### src/slw_pkg.sv
package slw_pkg;

  // Register offsets (byte addresses on the plain register port)
  localparam logic [7:0] OFF_DEBUG_CONTROL_FIRST   = 8'h00;
  localparam logic [7:0] OFF_ADDR_COMPARE_FIRST    = 8'h04;
  localparam logic [7:0] OFF_ADDR_COMPARE_SECOND   = 8'h08;
  localparam logic [7:0] OFF_DATA_COMPARE          = 8'h0c;
  localparam logic [7:0] OFF_ADDR_MASK             = 8'h10;
  localparam logic [7:0] OFF_DEBUG_STATUS_REG      = 8'h14;
  localparam logic [7:0] OFF_EXTERNAL_DEBUG_STATUS = 8'h18;
  localparam logic [7:0] OFF_EVENT_STATUS          = 8'h1c;
  localparam logic [7:0] OFF_EVENT_CLEAR           = 8'h20;
  localparam logic [7:0] OFF_EVENT_ENABLE          = 8'h24;
  localparam logic [7:0] OFF_MACHINE_CHECK_SAVE_PC = 8'h28;

  // Field positions in debug_control_first
  localparam int B_RD_EN0   = 0;   // resource 0 read accesses
  localparam int B_WR_EN0   = 1;   // resource 0 write accesses
  localparam int B_RD_EN1   = 2;
  localparam int B_WR_EN1   = 3;
  localparam int B_EVT_EN   = 4;   // compare events enabled
  localparam int B_SLC_EN0  = 8;   // stack limit checking, resource 0
  localparam int B_SLC_EN1  = 9;
  localparam int B_HW_OWN0  = 10;  // resource 0 owned by hardware
  localparam int B_HW_OWN1  = 11;
  localparam int B_WP_EN    = 12;  // hardware hit signals a watchpoint
  localparam int B_HALT_EN  = 13;  // hardware hit enters debug halt
  localparam int B_MODE0_LO = 16;  // resource 0 match mode, 2 bits
  localparam int B_MODE1_LO = 18;  // resource 1 match mode, 2 bits
  localparam int B_IDM      = 30;  // internal_debug_mode
  localparam int B_EDM      = 31;  // external_debug_mode

  // Event status bits
  localparam int E_DBG_HIT  = 0;
  localparam int E_SW_VIOL  = 1;
  localparam int E_HW_VIOL  = 2;
  localparam int E_HALT     = 3;
  localparam int NUM_EVENTS = 4;

  // Reset values
  localparam logic [31:0] RST_CONTROL = 32'h0000_0000;
  localparam logic [31:0] RST_WORD    = 32'h0000_0000;
  localparam logic [31:0] RST_MASK    = 32'hffff_ffff;

  // Address match modes
  typedef enum logic [1:0] {
    MM_EXACT    = 2'h0,
    MM_SET      = 2'h1,
    MM_ADDR_DAT = 2'h2,
    MM_OFF      = 2'h3
  } slw_match_t;

  // One load or store presented by the load/store unit
  typedef struct packed {
    logic        valid;
    logic        load;
    logic        store;
    logic        sp_based;   // stack_pointer_gpr used as base or index
    logic [31:0] addr;
    logic [31:0] data;
    logic [31:0] pc;
  } slw_access_t;

  // Register port request
  typedef struct packed {
    logic        wr;
    logic        rd;
    logic [7:0]  addr;
    logic [31:0] wdata;
  } slw_reg_req_t;

endpackage

### src/slw_check.sv
`timescale 1ns/1ps
// How it works
// - Enabled matching access raises compare event: exact, address set or address plus data.
// - Debug interrupt only asserted while no higher priority exception pends.
// - Software-owned checks need no internal mode; hardware-owned need external mode.
// - Software-owned stack hit makes no compare event and no debug status flag.
// - Software-owned hit raises data storage or machine check by processor mode.
// - Hardware-owned hit sets external flag and enters debug halt like compares.
// - Stack hit counts only when stack pointer register formed the address.
// - Only accesses matching the limit compare in the resource's match mode are caught; skipping past goes unseen.
// - Software-owned hit aborts access, machine check saves offending instruction address.
// - Hardware-owned flag set after access completes, on the same edge as halt, watchpoint or both.
// - Hit on a stack resource triggers that resource's own action, except a hardware-owned hit beside a software-owned one.
// - Software-owned hit wins; aborted access yields no hardware event.
// - Read and write selection for both resources lives in first control register.
module slw_check
  import slw_pkg::*;
(
  // Clock and reset
  input  wire logic        clk,
  input  wire logic        reset,
  // Register port
  input  wire slw_reg_req_t reg_req,
  output logic [31:0]      reg_rdata,
  // Load/store unit
  input  wire slw_access_t acc,
  input  wire logic        acc_done,
  output logic             acc_abort,
  // Processor state
  input  wire logic        mchk_mode,
  input  wire logic        higher_prio_pending,
  // Exception and debug outputs
  output logic             dsi_req,
  output logic             mchk_req,
  output logic             debug_int,
  output logic             debug_halt_req,
  output logic             watchpoint,
  output logic             irq
);

  // Software-visible state
  logic [31:0]           debug_control_first;
  logic [31:0]           addr_compare_first;
  logic [31:0]           addr_compare_second;
  logic [31:0]           data_compare;
  logic [31:0]           addr_mask;
  logic [1:0]            debug_status_reg;
  logic [1:0]            external_debug_status;
  logic [NUM_EVENTS-1:0] event_status;
  logic [NUM_EVENTS-1:0] event_enable;
  logic [31:0]           machine_check_save_pc;

  // Hardware hits waiting for the access to complete
  logic [1:0]            hw_pending;

  // Compare decode for one resource
  function automatic logic addr_match(
    input logic [1:0]  mode,
    input logic [31:0] a,
    input logic [31:0] cmp,
    input logic [31:0] mask,
    input logic [31:0] d,
    input logic [31:0] dcmp
  );
    logic r;
    r = 1'b0;
    case (mode)
      MM_EXACT:    r = (a == cmp);
      MM_SET:      r = ((a & mask) == (cmp & mask));
      MM_ADDR_DAT: r = (a == cmp) && (d == dcmp);
      default:     r = 1'b0;
    endcase
    return r;
  endfunction

  // Write strobe decode, shared by the compare and mask registers
  function automatic logic wr_sel(
    input slw_reg_req_t rq,
    input logic [7:0]   off
  );
    return rq.wr && (rq.addr == off);
  endfunction

  // Control fields
  logic       external_debug_mode;
  logic       internal_debug_mode;
  logic       evt_en;
  logic [1:0] rd_en;
  logic [1:0] wr_en;
  logic [1:0] slc_en;
  logic [1:0] hw_own;
  logic [1:0] mode0;
  logic [1:0] mode1;

  assign external_debug_mode    = debug_control_first[B_EDM];
  assign internal_debug_mode    = debug_control_first[B_IDM];
  assign evt_en = debug_control_first[B_EVT_EN];
  // Access type selection for both resources from one register
  assign rd_en  = {debug_control_first[B_RD_EN1],
                   debug_control_first[B_RD_EN0]};
  assign wr_en  = {debug_control_first[B_WR_EN1],
                   debug_control_first[B_WR_EN0]};
  assign slc_en = {debug_control_first[B_SLC_EN1],
                   debug_control_first[B_SLC_EN0]};
  assign hw_own = {debug_control_first[B_HW_OWN1],
                   debug_control_first[B_HW_OWN0]};
  assign mode0  = debug_control_first[B_MODE0_LO +: 2];
  assign mode1  = debug_control_first[B_MODE1_LO +: 2];

  // Raw hits per resource
  logic [1:0] hit;

  assign hit[0] = acc.valid
                  && ((acc.load && rd_en[0]) || (acc.store && wr_en[0]))
                  && addr_match(mode0, acc.addr, addr_compare_first,
                                addr_mask, acc.data, data_compare);
  assign hit[1] = acc.valid
                  && ((acc.load && rd_en[1]) || (acc.store && wr_en[1]))
                  && addr_match(mode1, acc.addr, addr_compare_second,
                                addr_mask, acc.data, data_compare);

  // Classify each hit by checking mode and owner
  logic [1:0] stack_hit;
  logic [1:0] sw_viol;
  logic [1:0] hw_viol;
  logic [1:0] plain_hit;
  logic       any_sw;

  // Stack pointer qualification; address skips past the limit never hit
  assign stack_hit = hit & slc_en & {2{acc.sp_based}};
  // Software-owned checking runs whatever the debug modes
  assign sw_viol   = stack_hit & ~hw_own;
  // Hardware-owned checking only under external debug mode
  assign hw_viol   = stack_hit & hw_own & {2{external_debug_mode && evt_en}};
  // Without stack checking the resource is an ordinary watchpoint
  assign plain_hit = hit & ~slc_en
                     & {2{evt_en && (external_debug_mode || internal_debug_mode)}};
  // Any one software resource is enough to act
  assign any_sw    = |sw_viol;

  // Abort stops the access before it completes
  assign acc_abort = any_sw;

  // Hardware-facing hits: external mode routes plain hits here too
  logic [1:0] hw_hit;
  assign hw_hit = hw_viol | (plain_hit & {2{external_debug_mode}});

  // Register write decode
  logic wr_ctl;
  logic wr_dbs;
  logic wr_edbs;
  logic wr_clr;
  logic wr_ena;

  assign wr_ctl  = reg_req.wr && (reg_req.addr == OFF_DEBUG_CONTROL_FIRST);
  assign wr_dbs  = reg_req.wr && (reg_req.addr == OFF_DEBUG_STATUS_REG);
  assign wr_edbs = reg_req.wr
                   && (reg_req.addr == OFF_EXTERNAL_DEBUG_STATUS);
  assign wr_clr  = reg_req.wr && (reg_req.addr == OFF_EVENT_CLEAR);
  assign wr_ena  = reg_req.wr && (reg_req.addr == OFF_EVENT_ENABLE);

  // Compare word strobes
  logic wr_ac1;
  logic wr_ac2;
  logic wr_dcmp;
  logic wr_msk;
  assign wr_ac1  = wr_sel(reg_req, OFF_ADDR_COMPARE_FIRST);
  assign wr_ac2  = wr_sel(reg_req, OFF_ADDR_COMPARE_SECOND);
  assign wr_dcmp = wr_sel(reg_req, OFF_DATA_COMPARE);
  assign wr_msk  = wr_sel(reg_req, OFF_ADDR_MASK);

  // Configuration registers
  always_ff @(posedge clk) begin
    if (reset) begin
      debug_control_first <= RST_CONTROL;
      addr_compare_first  <= RST_WORD;
      addr_compare_second <= RST_WORD;
      data_compare        <= RST_WORD;
      addr_mask           <= RST_MASK;
      event_enable        <= '0;
    end else begin
      if (wr_ctl) begin
        debug_control_first <= reg_req.wdata;
      end
      if (wr_ac1) begin
        addr_compare_first <= reg_req.wdata;
      end
      if (wr_ac2) begin
        addr_compare_second <= reg_req.wdata;
      end
      if (wr_dcmp) begin
        data_compare <= reg_req.wdata;
      end
      if (wr_msk) begin
        addr_mask <= reg_req.wdata;
      end
      if (wr_ena) begin
        event_enable <= reg_req.wdata[NUM_EVENTS-1:0];
      end
    end
  end

  // Internal-mode status; software stack hits never land here
  logic [1:0] next_dbs_set;
  assign next_dbs_set = plain_hit & {2{internal_debug_mode && !external_debug_mode}};

  // Write-one-to-clear, but a new hit in the same cycle survives
  always_ff @(posedge clk) begin
    if (reset) begin
      debug_status_reg <= 2'h0;
    end else begin
      debug_status_reg <= (debug_status_reg
                           & ~(wr_dbs ? reg_req.wdata[1:0] : 2'h0))
                          | next_dbs_set;
    end
  end

  // Limitation: one access in flight only; a new valid access
  // overwrites hits that still wait for their completion
  // Hold hardware hits until the access completes; abort discards them
  always_ff @(posedge clk) begin
    if (reset) begin
      hw_pending <= 2'h0;
    end else if (any_sw) begin
      hw_pending <= 2'h0;
    end else if (acc_done) begin
      hw_pending <= 2'h0;
    end else if (acc.valid) begin
      hw_pending <= hw_hit;
    end
  end

  // Completion of a flagged access
  logic hw_fire;
  assign hw_fire = acc_done && (|hw_pending) && !any_sw;

  // External status flag set only once the access has finished
  always_ff @(posedge clk) begin
    if (reset) begin
      external_debug_status <= 2'h0;
    end else begin
      external_debug_status <= (external_debug_status
                                & ~(wr_edbs ? reg_req.wdata[1:0] : 2'h0))
                               | (hw_fire ? hw_pending : 2'h0);
    end
  end

  // Hardware actions chosen by the debugger
  logic halt_en;
  logic wp_en;
  assign halt_en = debug_control_first[B_HALT_EN];
  assign wp_en   = debug_control_first[B_WP_EN];

  // Halt and watchpoint pulses, one cycle after completion
  always_ff @(posedge clk) begin
    if (reset) begin
      debug_halt_req <= 1'b0;
      watchpoint     <= 1'b0;
    end else begin
      debug_halt_req <= hw_fire && halt_en;
      watchpoint     <= hw_fire && wp_en;
    end
  end

  // Registered so the core sees one clean pulse per abort
  // Software exception: mode picks data storage or machine check
  always_ff @(posedge clk) begin
    if (reset) begin
      dsi_req  <= 1'b0;
      mchk_req <= 1'b0;
    end else begin
      dsi_req  <= any_sw && !mchk_mode;
      mchk_req <= any_sw && mchk_mode;
    end
  end

  // Data storage mode leaves the last saved address intact
  // Save the offending instruction address on a machine check
  always_ff @(posedge clk) begin
    if (reset) begin
      machine_check_save_pc <= RST_WORD;
    end else if (any_sw && mchk_mode) begin
      machine_check_save_pc <= acc.pc;
    end
  end

  // Debug interrupt waits behind any higher priority exception
  always_ff @(posedge clk) begin
    if (reset) begin
      debug_int <= 1'b0;
    end else begin
      debug_int <= (|debug_status_reg) && internal_debug_mode && !external_debug_mode
                   && !higher_prio_pending;
    end
  end

  // Sticky events; a set in the clear cycle wins
  logic [NUM_EVENTS-1:0] next_evt_set;
  always_comb begin
    next_evt_set             = '0;
    next_evt_set[E_DBG_HIT]  = |next_dbs_set;
    next_evt_set[E_SW_VIOL]  = any_sw;
    next_evt_set[E_HW_VIOL]  = hw_fire && (|(hw_pending & slc_en));
    next_evt_set[E_HALT]     = hw_fire;
  end

  always_ff @(posedge clk) begin
    if (reset) begin
      event_status <= '0;
    end else begin
      event_status <= (event_status
                       & ~(wr_clr ? reg_req.wdata[NUM_EVENTS-1:0] : '0))
                      | next_evt_set;
    end
  end

  // Level interrupt from enabled sticky events
  assign irq = |(event_status & event_enable);

  // Read data, one cycle after the strobe; unmapped reads give zero
  always_ff @(posedge clk) begin
    if (reset) begin
      reg_rdata <= RST_WORD;
    end else if (reg_req.rd) begin
      case (reg_req.addr)
        OFF_DEBUG_CONTROL_FIRST:   reg_rdata <= debug_control_first;
        OFF_ADDR_COMPARE_FIRST:    reg_rdata <= addr_compare_first;
        OFF_ADDR_COMPARE_SECOND:   reg_rdata <= addr_compare_second;
        OFF_DATA_COMPARE:          reg_rdata <= data_compare;
        OFF_ADDR_MASK:             reg_rdata <= addr_mask;
        OFF_DEBUG_STATUS_REG:      reg_rdata <= {30'h0, debug_status_reg};
        OFF_EXTERNAL_DEBUG_STATUS:
          reg_rdata <= {30'h0, external_debug_status};
        OFF_EVENT_STATUS:          reg_rdata <= {28'h0, event_status};
        OFF_EVENT_ENABLE:          reg_rdata <= {28'h0, event_enable};
        OFF_MACHINE_CHECK_SAVE_PC: reg_rdata <= machine_check_save_pc;
        default:                   reg_rdata <= 32'h0000_0000;
      endcase
    end else begin
      // Data stand only in the cycle after the read strobe
      reg_rdata <= 32'h0000_0000;
    end
  end

endmodule // slw_check

### config.mk
export PLATFORM = sky130hd
export DESIGN_NAME = slw_check
export DESIGN_NICKNAME = d
export VERILOG_FILES = /design/src/slw_pkg.sv /design/src/slw_check.sv
export SDC_FILE = /design/constraint.sdc
export NUM_CORES = 1
export LEC_CHECK = 0
export BUFFER_PORTS_ARGS = -buffer_cell sky130_fd_sc_hd__buf_2
export CAP_MARGIN = 20
export CORE_ASPECT_RATIO = 1.1
export CORE_MARGIN = 1.5
export CORE_UTILIZATION = 45
export DETAILED_ROUTE_END_ITERATION = 16
export PLACE_DENSITY = 0.7
export SLEW_MARGIN = 20
export SYNTH_ARGS = -nofsm -noshare
export SYNTH_HDL_FRONTEND = slang
export SYNTH_SLANG_ARGS = --single-unit
### constraint.sdc
create_clock -name clk -period 3.85 [get_ports clk]
set_input_delay 0.9625 -clock clk [delete_from_list [all_inputs] [get_ports clk]]
set_output_delay 0.9625 -clock clk [all_outputs]
set_load 0.01 [all_outputs]
==> impl_metrics.env <==
export IMPL_min_to="debug_control_first[20]$_SDFFE_PP0P_"
export IMPL_maxCapViolCount=0
export IMPL_synth_area_per_cell_um2=8.14
export IMPL_grt_max_degree=88
export IMPL_ys_warn_count=0
export IMPL_drc=0
export IMPL_clk_pin_slew_ns=0.06
export IMPL_post_route_min_period_ns=3.80
export IMPL_io_buffers=185
export IMPL_area_delta_synth_final_pct=21.8
export IMPL_dp_cells=1818
export IMPL_cp_max_fo=2
export IMPL_die_area_um2=25400
export IMPL_numCtsBuffers=26
export IMPL_hold_path_depth=2
export IMPL_max_freq_mhz=263
export IMPL_grt_first_pass_wirelength_um=64900
export IMPL_dp_slack_ns=-0.161
export IMPL_hold_viol=0
export IMPL_r2r_start="addr_compare_first[25]$_SDFFE_PP0P_"
export IMPL_reg2reg_slack_ns=0.66
export IMPL_cts_buffer_depth=3
export IMPL_initial_utilization=0.461
export IMPL_finalNetCount=1688
export IMPL_period_share=0.986
export IMPL_grt_pass1_vias=10400
export IMPL_yosys_top_cells_area="dfxtp_1 (44%), nand2_1 (12%), a22oi_1 (8.3%), xor2_1 (7.7%), a21oi_1 (7.6%)"
export IMPL_ant_nets=0
export IMPL_grt_antenna_before_repair=0
export IMPL_cp_start_kind="primary input"
export IMPL_setup_ws_ns=0.0526
export IMPL_cts_num_sinks=243
export IMPL_drive_gt1_frac=0.224
export IMPL_insertion_delay_ns=0.55
export IMPL_n_antenna_cell=0
export IMPL_cts_tree="yes"
export IMPL_p_leak_nw=5.16
export IMPL_grt_overflow=0
export IMPL_setup_tns_ns=0
export IMPL_pin_count=186
export IMPL_track_usage=0.332
export IMPL_post_cts_buffers=0
export IMPL_grtUsageMet3=0.0372
export IMPL_postSynthCellCount=1350
export IMPL_layout_area_seq_um2=4860
export IMPL_routed_wl_um=43300
export IMPL_num_fill_cells=2231
export IMPL_multi_input_area_um2=5770
export IMPL_ys_ff_latch=243
export IMPL_drt_iter0_drc=946
export IMPL_met1_usage=0.448
export IMPL_fp_coreArea_um2=23800
export IMPL_instances_no_fill=1864
export IMPL_vias=11200
export IMPL_irDropWorstVdd_v=0.000337
export IMPL_first_pass_iters=5
export IMPL_cp_required_ns=2.89
export IMPL_synth_edf_count=0
export IMPL_post_synth_top_area_fraction=0.443
export IMPL_rows=59
export IMPL_ys_types=38
export IMPL_vias_per_cell=5.98
export IMPL_synth_top_area_cell="dfxtp_1"
export IMPL_grt_busiest_layer="met2"
export IMPL_cp_end_kind="output pin"
export IMPL_die_w_um=152
export IMPL_finalClockSkew_ns=0.0235
export IMPL_avgRoutedWirePerCell_um=23.2
export IMPL_dp_hpwl_um=31300
export IMPL_status="completed"
export IMPL_netlist_area_um2=11000
export IMPL_slew_limit_headroom=0.322
export IMPL_power_density_nw_per_um2=406
export IMPL_synth_ff_type="dfxtp_1"
export IMPL_async_flop_share=0
export IMPL_path_class="in -> out"
export IMPL_cts_hold_buf=0
export IMPL_worst_pin_slew_ns=1.02
export IMPL_finalSetupViolations=0
export IMPL_htree_levels=1
export IMPL_root_buffer="clkbuf_16"
export IMPL_hold_path_class="reg -> reg"
export IMPL_synthesis_nets=1497
export IMPL_slew_viol_final=0
export IMPL_cp_arrival_ns=2.83
export IMPL_worstHoldStart="debug_control_first[20]$_SDFFE_PP0P_"
export IMPL_ys_seq_area_frac=0.443
export IMPL_r2r_end="watchpoint$_SDFF_PP0_"
export IMPL_place_congestion=0.952
export IMPL_die_h_um=167
export IMPL_worstRegToRegCells=11
export IMPL_grt_use_met2=0.561
## metal layers
layer	share of wire	vias up
li1	-	5159
met1	0.40	5325
met2	0.48	588
met3	0.089	81
met4	0.027	0
met5	0	-
## cells by family (layout without fill, tap and decap cells)
logic type,after synthesis,count (layout),share of synthesized area
flip-flops,243,243,0.443
XOR/XNOR,97,97,0.0773
AND/OR/NAND/NOR,522,522,0.203
AO/OA/AOI/OAI,390,390,0.238
buffers and inverters,98,307,0.0384
## timing repair
item,in CTS,in global routing
pin swaps,1,2
setup endpoints to repair,1,1
resized for setup,1,6
## worst max-delay path, cell delays in order
cell and delay, ns:
buf_2 0.12, xor2_1 0.14, buf_4 0.16, a22oi_1 0.17
nand2_1 0.07, a2111oi_0 0.44, buf_4 0.20, a32oi_1 0.15
o32ai_4 0.23, buf_2 0.20
## synth_stat cells (2+ instances only)
cell type    n
nor2_1      24
buf_6        6
nand3b_1     6
a221oi_1     7
a41oi_1      2
o31a_1       2
nand4_1      8
and3_1       6
a21oi_1    167
nand3_1     82
inv_1        6
a32oi_1      4
a22oi_1    121
a21bo_2     32
buf_2        4
o21ai_0      3
nor4b_1      3
a31oi_1     30
o21a_1       4
xor2_1      96
clkbuf_1    80
nor3_1      17
a22o_1       9
a211oi_1     4
nand2_1    350
or4_1        2
dfxtp_1    243
nor4_1      22
## per-stage QoR
stage          cell area (µm²)  total power [mW]   util  hold WS, ns
2_1_floorplan            11000              2.69      -        0.436
3_3_place_gp             12500              2.90  0.522        0.441
3_5_place_dp             12500              2.90  0.522        0.446
4_1_cts                  13300              5.43  0.560        0.455
5_1_grt                  13400              5.57  0.561        0.472
6_report                 13400              5.42  0.561        0.455
## power breakdown
part	switching, mW	total, mW	internal, mW
combinational	0.219	0.333	0.115
sequential	0.00317	2.52	2.52
clock	1.04	2.57	1.53
total	1.26	5.42	4.16
## layout make-up
type,instances,share of cell area
Inverter,7,0.00196
Multi-Input combinational cell,1009,0.432
Clock inverter,6,0.00440
Tap cell,305,0.0285
Timing Repair Buffer,254,0.108
Sequential cell,243,0.364
Clock buffer,40,0.0616
## layout by cell type (no fill, tap or decap), types with 8 or more instances in the layout
master	instances
clkbuf_8	10
a22oi_1	121
a31oi_1	30
a21bo_2	32
nor2_1	18
nand2_1	350
dfxtp_1	243
nand3_1	82
buf_2	184
a21oi_1	167
clkbuf_16	27
nor3_1	11
nand4_1	8
buf_4	70
a22o_1	9
nor4_1	21
xor2_1	96
## worst max-delay path by stage
| stage | startpoint | endpoint | slack (ns) | depth (start not counted) |
|---|---|---|---|---|
| floorplan | acc[66] | acc_abort | 0.33 | 7 |
| finish | acc[93] | acc_abort | 0.05 | 10 |
| global placement | acc[56] | acc_abort | -0.17 | 8 |
| CTS | acc[89] | acc_abort | 0.04 | 8 |
| detailed placement | acc[56] | acc_abort | -0.16 | 8 |
| global route | acc[70] | acc_abort | -0.01 | 9 |
(Power assumes the default switching activity.)
